File: src/rtl/ebm_pkg.sv
// Package: constants and types for the emulation bus mapper and trace feed
package ebm_pkg;
    localparam int ADDR_W      = 24;
    localparam int DATA_W      = 16;
    localparam int STAT_W      = 8;
    localparam int BLK_W       = 6;
    localparam int BLK_LSB     = 18;
    localparam int ATTR_W      = 3;
    localparam int ATTR_EMUL   = 2;
    localparam int ATTR_KIND_HI = 1;
    localparam int ATTR_KIND_LO = 0;
    localparam logic [1:0] KIND_RAM     = 2'h0;
    localparam logic [1:0] KIND_ROM     = 2'h1;
    localparam logic [1:0] KIND_GUARDED = 2'h2;
    localparam logic [ATTR_W-1:0] ATTR_RESET = 3'h2;
    localparam int STAT_FETCH  = 0;
    localparam int STAT_WRITE  = 1;
    localparam int FIFO_DEPTH  = 4;
    localparam int PTR_W       = 2;
    localparam int STALL_TIME_NS = 500;
    localparam int CLOCK_NS    = 50;
    localparam int STALL_CYCLES = STALL_TIME_NS / CLOCK_NS;
    localparam logic [3:0] STALL_CNT = 4'(STALL_CYCLES);

    typedef enum logic [1:0]
    {
        BUS_IDLE = 2'b00,
        BUS_ADDR = 2'b01,
        BUS_DATA = 2'b10
    } ebm_bus_state_type;

    // Fetch kind test used by the trace feed push and analysis clock
    function automatic logic is_fetch(input logic [STAT_W-1:0] st);
        return st[STAT_FETCH];
    endfunction
endpackage

File: src/rtl/ebm_map_if.sv
// Interface: mapper table lookup and load path
`timescale 1ns/100ps
`default_nettype none
interface ebm_map_if;
    logic [ebm_pkg::BLK_W-1:0]  rd_blk;
    logic [ebm_pkg::ATTR_W-1:0] rd_attr;
    logic                       wr_en;
    logic [ebm_pkg::BLK_W-1:0]  wr_blk;
    logic [ebm_pkg::ATTR_W-1:0] wr_attr;
    modport host (output rd_blk, output wr_en, output wr_blk, output wr_attr, input rd_attr);
    modport mem  (input rd_blk, input wr_en, input wr_blk, input wr_attr, output rd_attr);
endinterface
`default_nettype wire

File: src/rtl/ebm_map_mem.sv
// Mapper lookup memory with registered read data
`timescale 1ns/100ps
`default_nettype none
module ebm_map_mem
#(
    parameter int BLOCKS = 64
)
(
    // Clock and reset
    input wire logic     clk,
    input wire logic     rst,
    // Table port
    ebm_map_if.mem       map
);
    logic [ebm_pkg::ATTR_W-1:0] table_reg [BLOCKS];

    // ------------------------------------------------------------
    // Table storage
    // ------------------------------------------------------------
    always_ff @(posedge clk or posedge rst)
    begin
        if (rst)
        begin
            for (int i = 0; i < BLOCKS; i++)
                table_reg[i] <= ebm_pkg::ATTR_RESET;
        end
        else if (map.wr_en)
        begin
            table_reg[map.wr_blk] <= map.wr_attr;
        end
    end

    // ------------------------------------------------------------
    // Registered read
    // ------------------------------------------------------------
    always_ff @(posedge clk or posedge rst)
    begin
        if (rst)
            map.rd_attr <= ebm_pkg::ATTR_RESET;
        else
            map.rd_attr <= table_reg[map.rd_blk];
    end
endmodule
`default_nettype wire

File: src/rtl/ebm_fetch_queue.sv
// Queue of fetched bus words held until execution
`timescale 1ns/100ps
`default_nettype none
module ebm_fetch_queue
#(
    parameter int WIDTH = 48,
    parameter int DEPTH = 4,
    parameter int PW    = 2
)
(
    // Clock and reset
    input wire logic             clk,
    input wire logic             rst,
    // Push side
    input wire logic             push,
    input wire logic [WIDTH-1:0] push_data,
    // Pop side
    input wire logic             pop,
    output logic [WIDTH-1:0]     pop_data,
    output logic                 not_empty,
    // Flush on break
    input wire logic             flush
);
    logic [WIDTH-1:0] mem_reg [DEPTH];
    logic [PW-1:0]    wr_ptr_reg;
    logic [PW-1:0]    rd_ptr_reg;
    logic [PW:0]      count_reg;
    logic             do_push;
    logic             do_pop;

    assign do_pop  = pop && (count_reg != '0);
    assign do_push = push && ((count_reg != (PW+1)'(DEPTH)) || do_pop);
    assign not_empty = (count_reg != '0);
    assign pop_data  = mem_reg[rd_ptr_reg];

    // ------------------------------------------------------------
    // Storage and pointers; oldest overwritten never, newest dropped when full with no pop in the same cycle
    // ------------------------------------------------------------
    always_ff @(posedge clk or posedge rst)
    begin
        if (rst)
        begin
            wr_ptr_reg <= '0;
            rd_ptr_reg <= '0;
            count_reg  <= '0;
            for (int i = 0; i < DEPTH; i++)
                mem_reg[i] <= '0;
        end
        else if (flush)
        begin
            wr_ptr_reg <= '0;
            rd_ptr_reg <= '0;
            count_reg  <= '0;
        end
        else
        begin
            if (do_push)
            begin
                mem_reg[wr_ptr_reg] <= push_data;
                wr_ptr_reg <= wr_ptr_reg + 1'b1;
            end
            if (do_pop)
                rd_ptr_reg <= rd_ptr_reg + 1'b1;
            count_reg <= count_reg + (PW+1)'(do_push) - (PW+1)'(do_pop);
        end
    end
endmodule
`default_nettype wire

File: src/rtl/ebm_top.sv
// Emulation bus mapper, buffer steering, break and trace feed
//
// Contract
// - Bus-cycle mode: one analysis clock per bus cycle with its own fields.
// - Execution mode: clock non-fetch cycles and each executed fetched instruction; one executed as a non-fetch cycle ends is popped but not clocked.
// - Execution clocks use held fetch fields, released only on execution.
// - Trace mode input switches between the two modes at any time.
// - Address latched in address phase and given to the mapper.
// - Non-DMA emulation cycles route data through buffers to emulation memory.
// - Each cycle goes to target resources or emulation memory.
// - Target buffer enable follows the mapper decision in non-DMA cycles and stays off in DMA cycles; direction follows the latched RW.
// - Table gives per block RAM, ROM or guarded plus emulation flag.
// - Guarded block access raises a monitor break request.
// - With option set, ROM writes raise a monitor break request.
// - Target-access output low for target cycles, high for emulation.
// - DMA access to emulation memory returns ready on the ack lead.
// - Configuration accepted only while the processor is held in reset.
// - While running, status is shown and host stall requests accepted.
// - Break request diverts processor into monitor code.
`timescale 1ns/100ps
`default_nettype none
module ebm_top
#(
    parameter int BLOCKS = 64
)
(
    // Clock and reset
    input wire logic                          CLOCK,
    input wire logic                          RST,
    // Processor bus
    input wire logic                          AS_N,
    input wire logic                          RW,
    input wire logic                          DMA_CYCLE,
    input wire logic                          EXEC_STROBE,
    input wire logic [ebm_pkg::ADDR_W-1:0]    BUS_ADDR,
    input wire logic [ebm_pkg::DATA_W-1:0]    BUS_DATA,
    input wire logic [ebm_pkg::STAT_W-1:0]    BUS_STAT,
    // Emulation memory
    input wire logic                          EMEM_READY,
    output logic [ebm_pkg::ADDR_W-1:0]        EMEM_ADDR,
    output logic                              EMEM_SEL,
    output logic                              EMEM_BUF_EN,
    output logic                              EMEM_BUF_DIR,
    // Target interface
    output logic                              USER_MEM_N,
    output logic                              TGT_BUF_EN,
    output logic                              TGT_BUF_DIR,
    output logic                              DMA_READY_ACK,
    output logic                              DMA_READY_ACK_OE,
    // Break control
    input wire logic                          ROM_WR_BREAK_EN,
    output logic                              BREAK_REQ,
    output logic                              IN_MONITOR,
    input wire logic                          MONITOR_EXIT,
    // Host configuration and status
    input wire logic                          CPU_RESET_HELD,
    input wire logic                          CFG_WR,
    input wire logic [ebm_pkg::BLK_W-1:0]     CFG_BLK,
    input wire logic [ebm_pkg::ATTR_W-1:0]    CFG_ATTR,
    output logic                              CFG_ACCEPT,
    input wire logic                          HOST_STALL_REQ,
    output logic                              CPU_HALT,
    output logic [3:0]                        POD_STATUS,
    // Analysis bus
    input wire logic                          TRACE_EXEC_MODE,
    output logic                              ANA_CLK,
    output logic [ebm_pkg::ADDR_W-1:0]        ANA_ADDR,
    output logic [ebm_pkg::DATA_W-1:0]        ANA_DATA,
    output logic [ebm_pkg::STAT_W-1:0]        ANA_STAT
);
    localparam int TW = ebm_pkg::ADDR_W + ebm_pkg::DATA_W + ebm_pkg::STAT_W;

    ebm_map_if map ();

    ebm_pkg::ebm_bus_state_type    state_reg;
    logic [ebm_pkg::ADDR_W-1:0]    addr_reg;
    logic [ebm_pkg::STAT_W-1:0]    stat_reg;
    logic                          rw_reg;
    logic                          dma_reg;
    logic                          attr_valid_reg;
    logic                          emul_sel;
    logic [1:0]                    kind;
    logic                          data_phase;
    logic                          cycle_end;
    logic [3:0]                    stall_cnt_reg;
    logic [TW-1:0]                 fq_out;
    logic                          fq_valid;
    logic                          fq_push;
    logic                          fq_pop;
    logic                          cfg_ok;

    // ------------------------------------------------------------
    // Bus cycle phases and address latch
    // ------------------------------------------------------------
    assign data_phase = (state_reg == ebm_pkg::BUS_DATA);
    assign cycle_end  = data_phase && AS_N;

    always_ff @(posedge CLOCK or posedge RST)
    begin
        if (RST)
            state_reg <= ebm_pkg::BUS_IDLE;
        else
        begin
            case (state_reg)
                ebm_pkg::BUS_IDLE: if (!AS_N) state_reg <= ebm_pkg::BUS_ADDR;
                ebm_pkg::BUS_ADDR: state_reg <= AS_N ? ebm_pkg::BUS_IDLE : ebm_pkg::BUS_DATA;
                ebm_pkg::BUS_DATA: if (AS_N) state_reg <= ebm_pkg::BUS_IDLE;
                default:           state_reg <= ebm_pkg::BUS_IDLE;
            endcase
        end
    end

    always_ff @(posedge CLOCK or posedge RST)
    begin
        if (RST)
        begin
            addr_reg <= '0;
            stat_reg <= '0;
            rw_reg   <= 1'b1;
            dma_reg  <= 1'b0;
        end
        else if (state_reg == ebm_pkg::BUS_IDLE && !AS_N)
        begin
            addr_reg <= BUS_ADDR;
            stat_reg <= BUS_STAT;
            rw_reg   <= RW;
            dma_reg  <= DMA_CYCLE;
        end
    end

    // ------------------------------------------------------------
    // Mapper lookup; result ready in the address phase
    // ------------------------------------------------------------
    assign cfg_ok      = CPU_RESET_HELD && CFG_WR;
    assign map.rd_blk  = (state_reg == ebm_pkg::BUS_IDLE)
                       ? BUS_ADDR[ebm_pkg::BLK_LSB +: ebm_pkg::BLK_W]
                       : addr_reg[ebm_pkg::BLK_LSB +: ebm_pkg::BLK_W];
    assign map.wr_en   = cfg_ok;
    assign map.wr_blk  = CFG_BLK;
    assign map.wr_attr = CFG_ATTR;

    ebm_map_mem #(.BLOCKS(BLOCKS)) u_map
    (
        .clk (CLOCK),
        .rst (RST),
        .map (map)
    );

    assign emul_sel = map.rd_attr[ebm_pkg::ATTR_EMUL];
    assign kind     = map.rd_attr[ebm_pkg::ATTR_KIND_HI:ebm_pkg::ATTR_KIND_LO];

    always_ff @(posedge CLOCK or posedge RST)
    begin
        if (RST)
            attr_valid_reg <= 1'b0;
        else
            attr_valid_reg <= (state_reg != ebm_pkg::BUS_IDLE) && !AS_N;
    end

    // ------------------------------------------------------------
    // Buffer steering and target-access output
    // ------------------------------------------------------------
    always_ff @(posedge CLOCK or posedge RST)
    begin
        if (RST)
        begin
            USER_MEM_N   <= 1'b0;
            TGT_BUF_EN   <= 1'b0;
            TGT_BUF_DIR  <= 1'b0;
            EMEM_BUF_EN  <= 1'b0;
            EMEM_BUF_DIR <= 1'b0;
            EMEM_SEL     <= 1'b0;
            EMEM_ADDR    <= '0;
        end
        else
        begin
            USER_MEM_N   <= attr_valid_reg ? emul_sel : 1'b0;
            EMEM_SEL     <= attr_valid_reg && emul_sel;
            EMEM_ADDR    <= addr_reg;
            EMEM_BUF_EN  <= attr_valid_reg && emul_sel && !dma_reg;
            EMEM_BUF_DIR <= rw_reg;
            TGT_BUF_EN   <= attr_valid_reg && !emul_sel && !dma_reg;
            TGT_BUF_DIR  <= rw_reg;
        end
    end

    // ------------------------------------------------------------
    // DMA ready acknowledge lead
    // ------------------------------------------------------------
    always_ff @(posedge CLOCK or posedge RST)
    begin
        if (RST)
        begin
            DMA_READY_ACK    <= 1'b1;
            DMA_READY_ACK_OE <= 1'b0;
        end
        else
        begin
            DMA_READY_ACK_OE <= attr_valid_reg && emul_sel && dma_reg;
            DMA_READY_ACK    <= !EMEM_READY;
        end
    end

    // ------------------------------------------------------------
    // Break request and monitor entry
    // ------------------------------------------------------------
    always_ff @(posedge CLOCK or posedge RST)
    begin
        if (RST)
        begin
            BREAK_REQ  <= 1'b0;
            IN_MONITOR <= 1'b0;
        end
        else
        begin
            BREAK_REQ <= attr_valid_reg && !IN_MONITOR && !BREAK_REQ
                      && ((kind == ebm_pkg::KIND_GUARDED)
                       || (ROM_WR_BREAK_EN && kind == ebm_pkg::KIND_ROM && !rw_reg));
            if (BREAK_REQ)
                IN_MONITOR <= 1'b1;
            else if (MONITOR_EXIT)
                IN_MONITOR <= 1'b0;
        end
    end

    // ------------------------------------------------------------
    // Configuration, host stall and status
    // ------------------------------------------------------------
    always_ff @(posedge CLOCK or posedge RST)
    begin
        if (RST)
            CFG_ACCEPT <= 1'b0;
        else
            CFG_ACCEPT <= cfg_ok;
    end

    always_ff @(posedge CLOCK or posedge RST)
    begin
        if (RST)
        begin
            stall_cnt_reg <= '0;
            CPU_HALT      <= 1'b0;
        end
        else
        begin
            if (HOST_STALL_REQ && !CPU_RESET_HELD && stall_cnt_reg == '0)
                stall_cnt_reg <= ebm_pkg::STALL_CNT;
            else if (stall_cnt_reg != '0)
                stall_cnt_reg <= stall_cnt_reg - 1'b1;
            CPU_HALT <= (stall_cnt_reg != '0);
        end
    end

    always_ff @(posedge CLOCK or posedge RST)
    begin
        if (RST)
            POD_STATUS <= '0;
        else
            POD_STATUS <= {CPU_RESET_HELD, IN_MONITOR, CPU_HALT, TRACE_EXEC_MODE};
    end

    // ------------------------------------------------------------
    // Trace feed
    // ------------------------------------------------------------
    assign fq_push = cycle_end && TRACE_EXEC_MODE && ebm_pkg::is_fetch(stat_reg);
    assign fq_pop  = EXEC_STROBE && TRACE_EXEC_MODE;

    ebm_fetch_queue #(.WIDTH(TW), .DEPTH(ebm_pkg::FIFO_DEPTH), .PW(ebm_pkg::PTR_W)) u_fq
    (
        .clk       (CLOCK),
        .rst       (RST),
        .push      (fq_push),
        .push_data ({addr_reg, BUS_DATA, stat_reg}),
        .pop       (fq_pop),
        .pop_data  (fq_out),
        .not_empty (fq_valid),
        .flush     (BREAK_REQ || !TRACE_EXEC_MODE)
    );

    always_ff @(posedge CLOCK or posedge RST)
    begin
        if (RST)
        begin
            ANA_CLK  <= 1'b0;
            ANA_ADDR <= '0;
            ANA_DATA <= '0;
            ANA_STAT <= '0;
        end
        else
        begin
            ANA_CLK <= 1'b0;
            if (cycle_end && (!TRACE_EXEC_MODE || !ebm_pkg::is_fetch(stat_reg)))
            begin
                ANA_CLK  <= 1'b1;
                ANA_ADDR <= addr_reg;
                ANA_DATA <= BUS_DATA;
                ANA_STAT <= stat_reg;
            end
            else if (fq_pop && fq_valid)
            begin
                ANA_CLK  <= 1'b1;
                {ANA_ADDR, ANA_DATA, ANA_STAT} <= fq_out;
            end
        end
    end
endmodule
`default_nettype wire

File: config.mk
export PLATFORM = sky130hd
export DESIGN_NAME = ebm_top
export DESIGN_NICKNAME = d
export VERILOG_FILES = /design/src/rtl/ebm_pkg.sv /design/src/rtl/ebm_map_if.sv /design/src/rtl/ebm_map_mem.sv /design/src/rtl/ebm_fetch_queue.sv /design/src/rtl/ebm_top.sv
export SDC_FILE = /design/constraint.sdc
export NUM_CORES = 1
export LEC_CHECK = 0
export ABC_AREA = 1
export BUFFER_PORTS_ARGS = -buffer_cell sky130_fd_sc_hd__buf_2
export CAP_MARGIN = 15
export CELL_PAD_IN_SITES_DETAIL_PLACEMENT = 0
export CELL_PAD_IN_SITES_GLOBAL_PLACEMENT = 2
export CORE_MARGIN = 1
export CORE_UTILIZATION = 33
export CTS_CLUSTER_SIZE = 8
export DETAILED_ROUTE_END_ITERATION = 16
export PLACE_DENSITY = 0.72
export SLEW_MARGIN = 5
export SYNTH_ARGS = -nofsm -noshare
export SYNTH_HDL_FRONTEND = slang
export SYNTH_SLANG_ARGS = --single-unit
File: constraint.sdc
create_clock -name CLOCK -period 14.27 [get_ports CLOCK]
set_clock_uncertainty 0.15 [all_clocks]
set_input_delay 0 -clock CLOCK [delete_from_list [all_inputs] [get_ports CLOCK]]
set_output_delay 0 -clock CLOCK [all_outputs]
set_load 0.05 [all_outputs]
After elaboration in Yosys (flattened, before gate mapping) --
Cells that the tools add are included.
Cells by class: add/sub/neg operators 5, multipliers 0, div/mod/pow operators 0, $lt $le $gt $ge 6, equal/unequal tests 7, shift operators 0, multiplexer cells 35, bitwise gates (word level) 5, reductions and logical operators 50
Operators by type and width (number):
- $bwmux W192 | 2
- $mux W48 | 3
- $bmux W48 S2 | 1
- $demux W48 S2 | 1
- $mux W24 | 2
- $mux W16 | 2
- $logic_and A1 B1 Y1 | 24
- $bmux W3 S6 | 1
- $demux W3 S6 | 1
- $mux W8 | 2
- $ge A7 B7 Y1 const B | 2
- $mux W2 | 7
- $not A6 Y7 | 2
- $mux W3 | 4
- $reduce_bool A2 Y1 | 6
- $logic_not A1 Y1 | 10
- $mux W4 | 2
- $lt A7 B1 Y1 const B | 1
- $ge A3 B3 Y1 const B | 2
- $mux W6 | 1
- $not A2 Y3 | 2
- $pmux W2 S3 | 1
- $mux W1 | 5
- $add A2 B1 Y2 const B | 2
- other kinds (15) | 22
Word-level totals: flip-flop bits (word level) 523, latch bits 0, bits in writable memories 0, bits in read-only memories 0, bits of input ports 70, output and inout port bits 89, logic and storage cells 204, memories 0

Longest topological paths before layout --
word-level depth 8, depth in mapped cells 13, depth with buffers taken out 12

Cells and area by module --
A second synthesis with hierarchy kept.
Unflattened totals: cell total of the unflattened synthesis 2982, area, all modules 24305.8 um2
Modules (own cells, without submodules):
- ebm_fetch_queue | instances 1, cells an instance 1178, area each 9562.9 um2, seq. area each 4979.8 um2
- ebm_map_mem | instances 1, cells an instance 1153, area each 9245.1 um2, seq. area each 4961.0 um2
- ebm_top | instances 1, cells an instance 651, area each 5497.8 um2, seq. area each 3205.6 um2

Worst setup path after synthesis --
No wires, ideal clock.
path kind reg2reg, start register u_fq.count_reg[1], end register u_fq.count_reg[2], library setup time 123 ps, arrival 1970 ps, data required time 13997 ps, setup slack 12027 ps, stages on the path, launching flop included 11, path buffers 0, period minus slack after synthesis 2243 ps, cells stage by stage dfrtp_1 > or2_2 > o21bai_2 > inv_1 > ha_1 > inv_1 > ha_1 > inv_1 > fa_1 > xor2_1 > nor2_1
On the way: cells in the longest elaborated chain, start to end 7, elaborated cells on any way between the ends 8, classes of those cells add/sub: 2; eq/ne: 1; mux: 1; reduce/logical: 4
Ends and longest elaborated chain:
- start: declaration | RTL line ebm_fetch_queue.sv:27 | logic [PW:0] count_reg;
- start signal: assignment | RTL line ebm_fetch_queue.sv:64 | count_reg <= count_reg + (PW+1)'(do_push) - (PW+1)'(do_pop);
- $reduce_bool A3 Y1 | RTL line ebm_fetch_queue.sv:31 | assign do_pop = pop && (count_reg != '0);
- $logic_and A1 B1 Y1 | RTL line ebm_fetch_queue.sv:31
- $logic_or A1 B1 Y1 | RTL line ebm_fetch_queue.sv:32 | assign do_push = push && ((count_reg != (PW+1)'(DEPTH)) || do_pop);
- $logic_and A1 B1 Y1 | RTL line ebm_fetch_queue.sv:32
- $add A3 B1 Y3 | RTL line ebm_fetch_queue.sv:64
- $sub A3 B1 Y3 * | RTL line ebm_fetch_queue.sv:64
- $mux W3 * | RTL line ebm_fetch_queue.sv:49 | else if (flush)
Mark *: on every way between the ends. The rest lies on a longest branch, timed or not. A chain may end at the register's enable or synchronous reset.

==> flow_metrics.py <==
metrics = {
    "status": {
        "status": "finished, final reports clean",
    },
    "clock_tree": {
        "insertion_delay_ns": 0.61,
        "cts_buffers": 75,
        "clockBufferDepth": 3,
        "htreeDepth": 3,
        "ctsHoldBuffers": 118,
        "cts_tree": "yes",
        "cts.sinks": 522,
        "post_cts.repair.setup_buffers": 0,
        "ctsResizeCount": 0,
        "clk_root_buffer_cell": "clkbuf_16",
        "clk_pin_slew_worst_paths_ns": 0.05,
    },
    "critical_path": {
        "slowest_stage": "buf_4",
        "crit_top_cell": "buf_4",
        "crit_arrival_ns": 4.20,
        "critPathKind": "in -> async",
        "max_stage_delay_ns": 0.92,
        "cp_data_required_time_ns": 14.76,
        "crit_chain": "dlygate4sd3_1, buf_2, dlygate4sd3_1, clkinvlp_4, buf_4, buf_4, buf_4",
        "critPathLaunchType": "input pin",
        "worstPathMaxFanout": 80,
        "endpoint_kind": "async pin",
    },
    "power": {
        "p_per_area_nw_per_um2": 166,
        "ir_worst_vdd_mv": 0.125,
        "leakagePower_nw": 13.2,
    },
    "sta": {
        "final-hold-violation-count": 0,
        "worstMarginPinSlew_ns": 1.12,
        "setup-violations-final": 0,
        "worst_slack_ns": 10.56,
        "maxSlewHeadroom_pct": 24.8,
        "fin_crit_sh_pct": 26.0,
        "finalSetupTns_ns": 0,
        "fmax_ghz": 0.269,
        "rsz0062_at_grt": "false",
        "layout_min_cycle_time_ns": 3.71,
        "slew_violations": 0,
    },
    "job": {
        "maxCapViolations": 0,
    },
    "synthesis": {
        "synthFlopType": "dfrtp_1",
        "synth_edf_count": 0,
        "yosys_warnings": 0,
        "syn_avg_cell_area_um2": 8.28,
        "synth_nets": 2910,
        "synth_top_cell_area_share_pct": 48.5,
        "synthTopCellsByCount": "933 x nand2_1, 455 x dfrtp_1, 364 x o21ai_0, 304 x inv_1, 202 x nand3_1",
        "synth_top_family_by_area": "simple AND/OR/NAND/NOR gates",
        "muxShareOfSynthArea_pct": 0,
        "synth.area.top_cells": "dfrtp_1 49%, nand2_1 15%, o21ai_0 7.8%",
        "syn-cell-area_um2": 23500,
        "netlist_instances": 2832,
        "synth_compound_area_share_pct": 12.9,
        "async_flop_share_pct": 100,
        "synth_most_common_cell": "nand2_1",
        "synthSimpleGateAreaFrac_pct": 22.5,
        "synth-xor-area-share_pct": 0.0747,
        "yosys.area_share.adder_pct": 0.459,
        "yosysTopAreaCell": "dfrtp_1",
        "synth-seq-cells": 522,
        "ys_types": 42,
        "ys_seq_area_share_pct": 56.0,
    },
    "route": {
        "ant_nets": 0,
        "drc": 0,
        "first_iter_violations": 1485,
        "wl_per_cell_um": 18.0,
        "firstDrtPassIters": 5,
        "vias_per_cell": 4.85,
        "vias": 19700,
        "wirelength_um": 73000,
    },
    "final_layout": {
        "nets": 3151,
        "syn_to_final_growth_pct": 20.8,
        "final_area_um2": 28300,
        "drive_gt1_share_pct": 12.5,
        "insertedDiodeCount": 0,
    },
    "floorplan": {
        "io_pins": 159,
        "dieWidth_um": 269,
        "start_util_pct": 33.4,
        "die_y_um": 269,
        "die_area_um2": 72200,
        "num_rows": 97,
        "fp.coreArea_um2": 70100,
    },
    "global_routing": {
        "grt_pass1_wl_um": 115000,
        "grt_max_degree": 110,
        "grt_pass1_vias": 19700,
        "grtUsageTotal_pct": 20.6,
        "grt.overflow.total": 0,
        "antenna_found_initial": 1,
    },
    "placed_design": {
        "post_dp_cell_area_um2": 25000,
        "place_hpwl_um": 41700,
        "pre_cts_ws_ns": 10.77,
        "gp_congestion": 0.778,
        "port_buffers": 158,
    },
    "worst_hold_path": {
        "hold_path.class": "in -> reg",
    },
}
-- per-stage QoR --
step | util [%] | hold WS [ns] | total power, mW | std cells
after floorplan | - | -0.124 | 2.69 | 2832
after global placement | 35.7 | -0.104 | 3.04 | 3817
after detailed placement | 35.7 | -0.104 | 3.05 | 3817
after CTS | 40.4 | 0.0120 | 4.77 | 4051
after global routing | 40.4 | 0.0340 | 4.97 | 4052
final | 40.4 | 0.0286 | 4.71 | 4052
-- area by class of cell --
cell class,instances,area [um^2]
Clock inverter,5,98.8
Timing Repair Buffer,309,2220
Multi-Input combinational cell,1848,8470
Inverter,317,1190
Tap cell,940,1180
Clock buffer,111,2030
Fill cell,7253,41800
Sequential cell,522,13200
-- cell usage in the layout (no fill, tap or decap), types with 5 or more instances in the layout --
| cell type | count |
|---|---|
| nor2_1 | 86 |
| dfstp_2 | 67 |
| nand4_1 | 8 |
| clkbuf_1 | 35 |
| o21ai_0 | 363 |
| nor3_1 | 8 |
| buf_4 | 32 |
| ha_1 | 7 |
| dlygate4sd3_1 | 118 |
| buf_2 | 158 |
| clkbuf_16 | 76 |
| a31oi_1 | 15 |
| or2_2 | 5 |
| nor4_4 | 8 |
| o22ai_1 | 15 |
| a211oi_1 | 27 |
| nand2_2 | 9 |
| nand2_1 | 932 |
| nand3_1 | 202 |
| inv_1 | 302 |
| a21oi_1 | 89 |
| o21ai_1 | 42 |
| dfrtp_1 | 454 |
| inv_2 | 10 |
-- worst paths after layout --
path	start	endpoint	slack (ns)	cells past startpoint
setup / recovery	RST	addr_reg[1]$_DFFE_PP0P_	10.56	7
hold / removal	CFG_ATTR[1]	u_map.table_reg[124]$_DFFE_PP1P_	0.03	4
setup reg to reg	state_reg[1]$_DFFE_PP0P_	u_map.map.rd_attr[0]$_DFF_PP0_	10.77	12
hold reg to reg	CPU_HALT$_DFF_PP0_	POD_STATUS[1]$_DFF_PP0_	0.22	0
max in group CLOCK	state_reg[1]$_DFFE_PP0P_	u_map.map.rd_attr[0]$_DFF_PP0_	10.77	12
min in group asynchronous	RST	u_fq.mem_reg[66]$_DFFE_PP0P_	0.41	4
-- power by group --
part           switching, mW  leakage, nW  internal, mW
registers              0.163         6.34          1.71
logic                  0.842         5.87         0.323
clock network          0.672         1.02         0.994
total                   1.68         13.2          3.03
-- kinds of logic (layout without fill, tap and decap cells) --
family,count (synthesis),after routing
AND/OR/NAND/NOR,1269,1269
AO/OA/AOI/OAI,569,569
flip-flops,522,522
buffers and inverters,462,742
adder cells (fa/ha/maj),8,8
XOR/XNOR,2,2
-- critical path: cells and delay by family --
kind / cells / cell delay, ns
buffers and inverters: 7 / 4.04
-- metal layers --
layer  wire (um)  track usage [%]
met4        2480             7.45
met1       33100             27.3
met3        3640             3.99
met2       33700             33.5
met5          13                0
No activity file was read; power rests on OpenSTA's default activity.
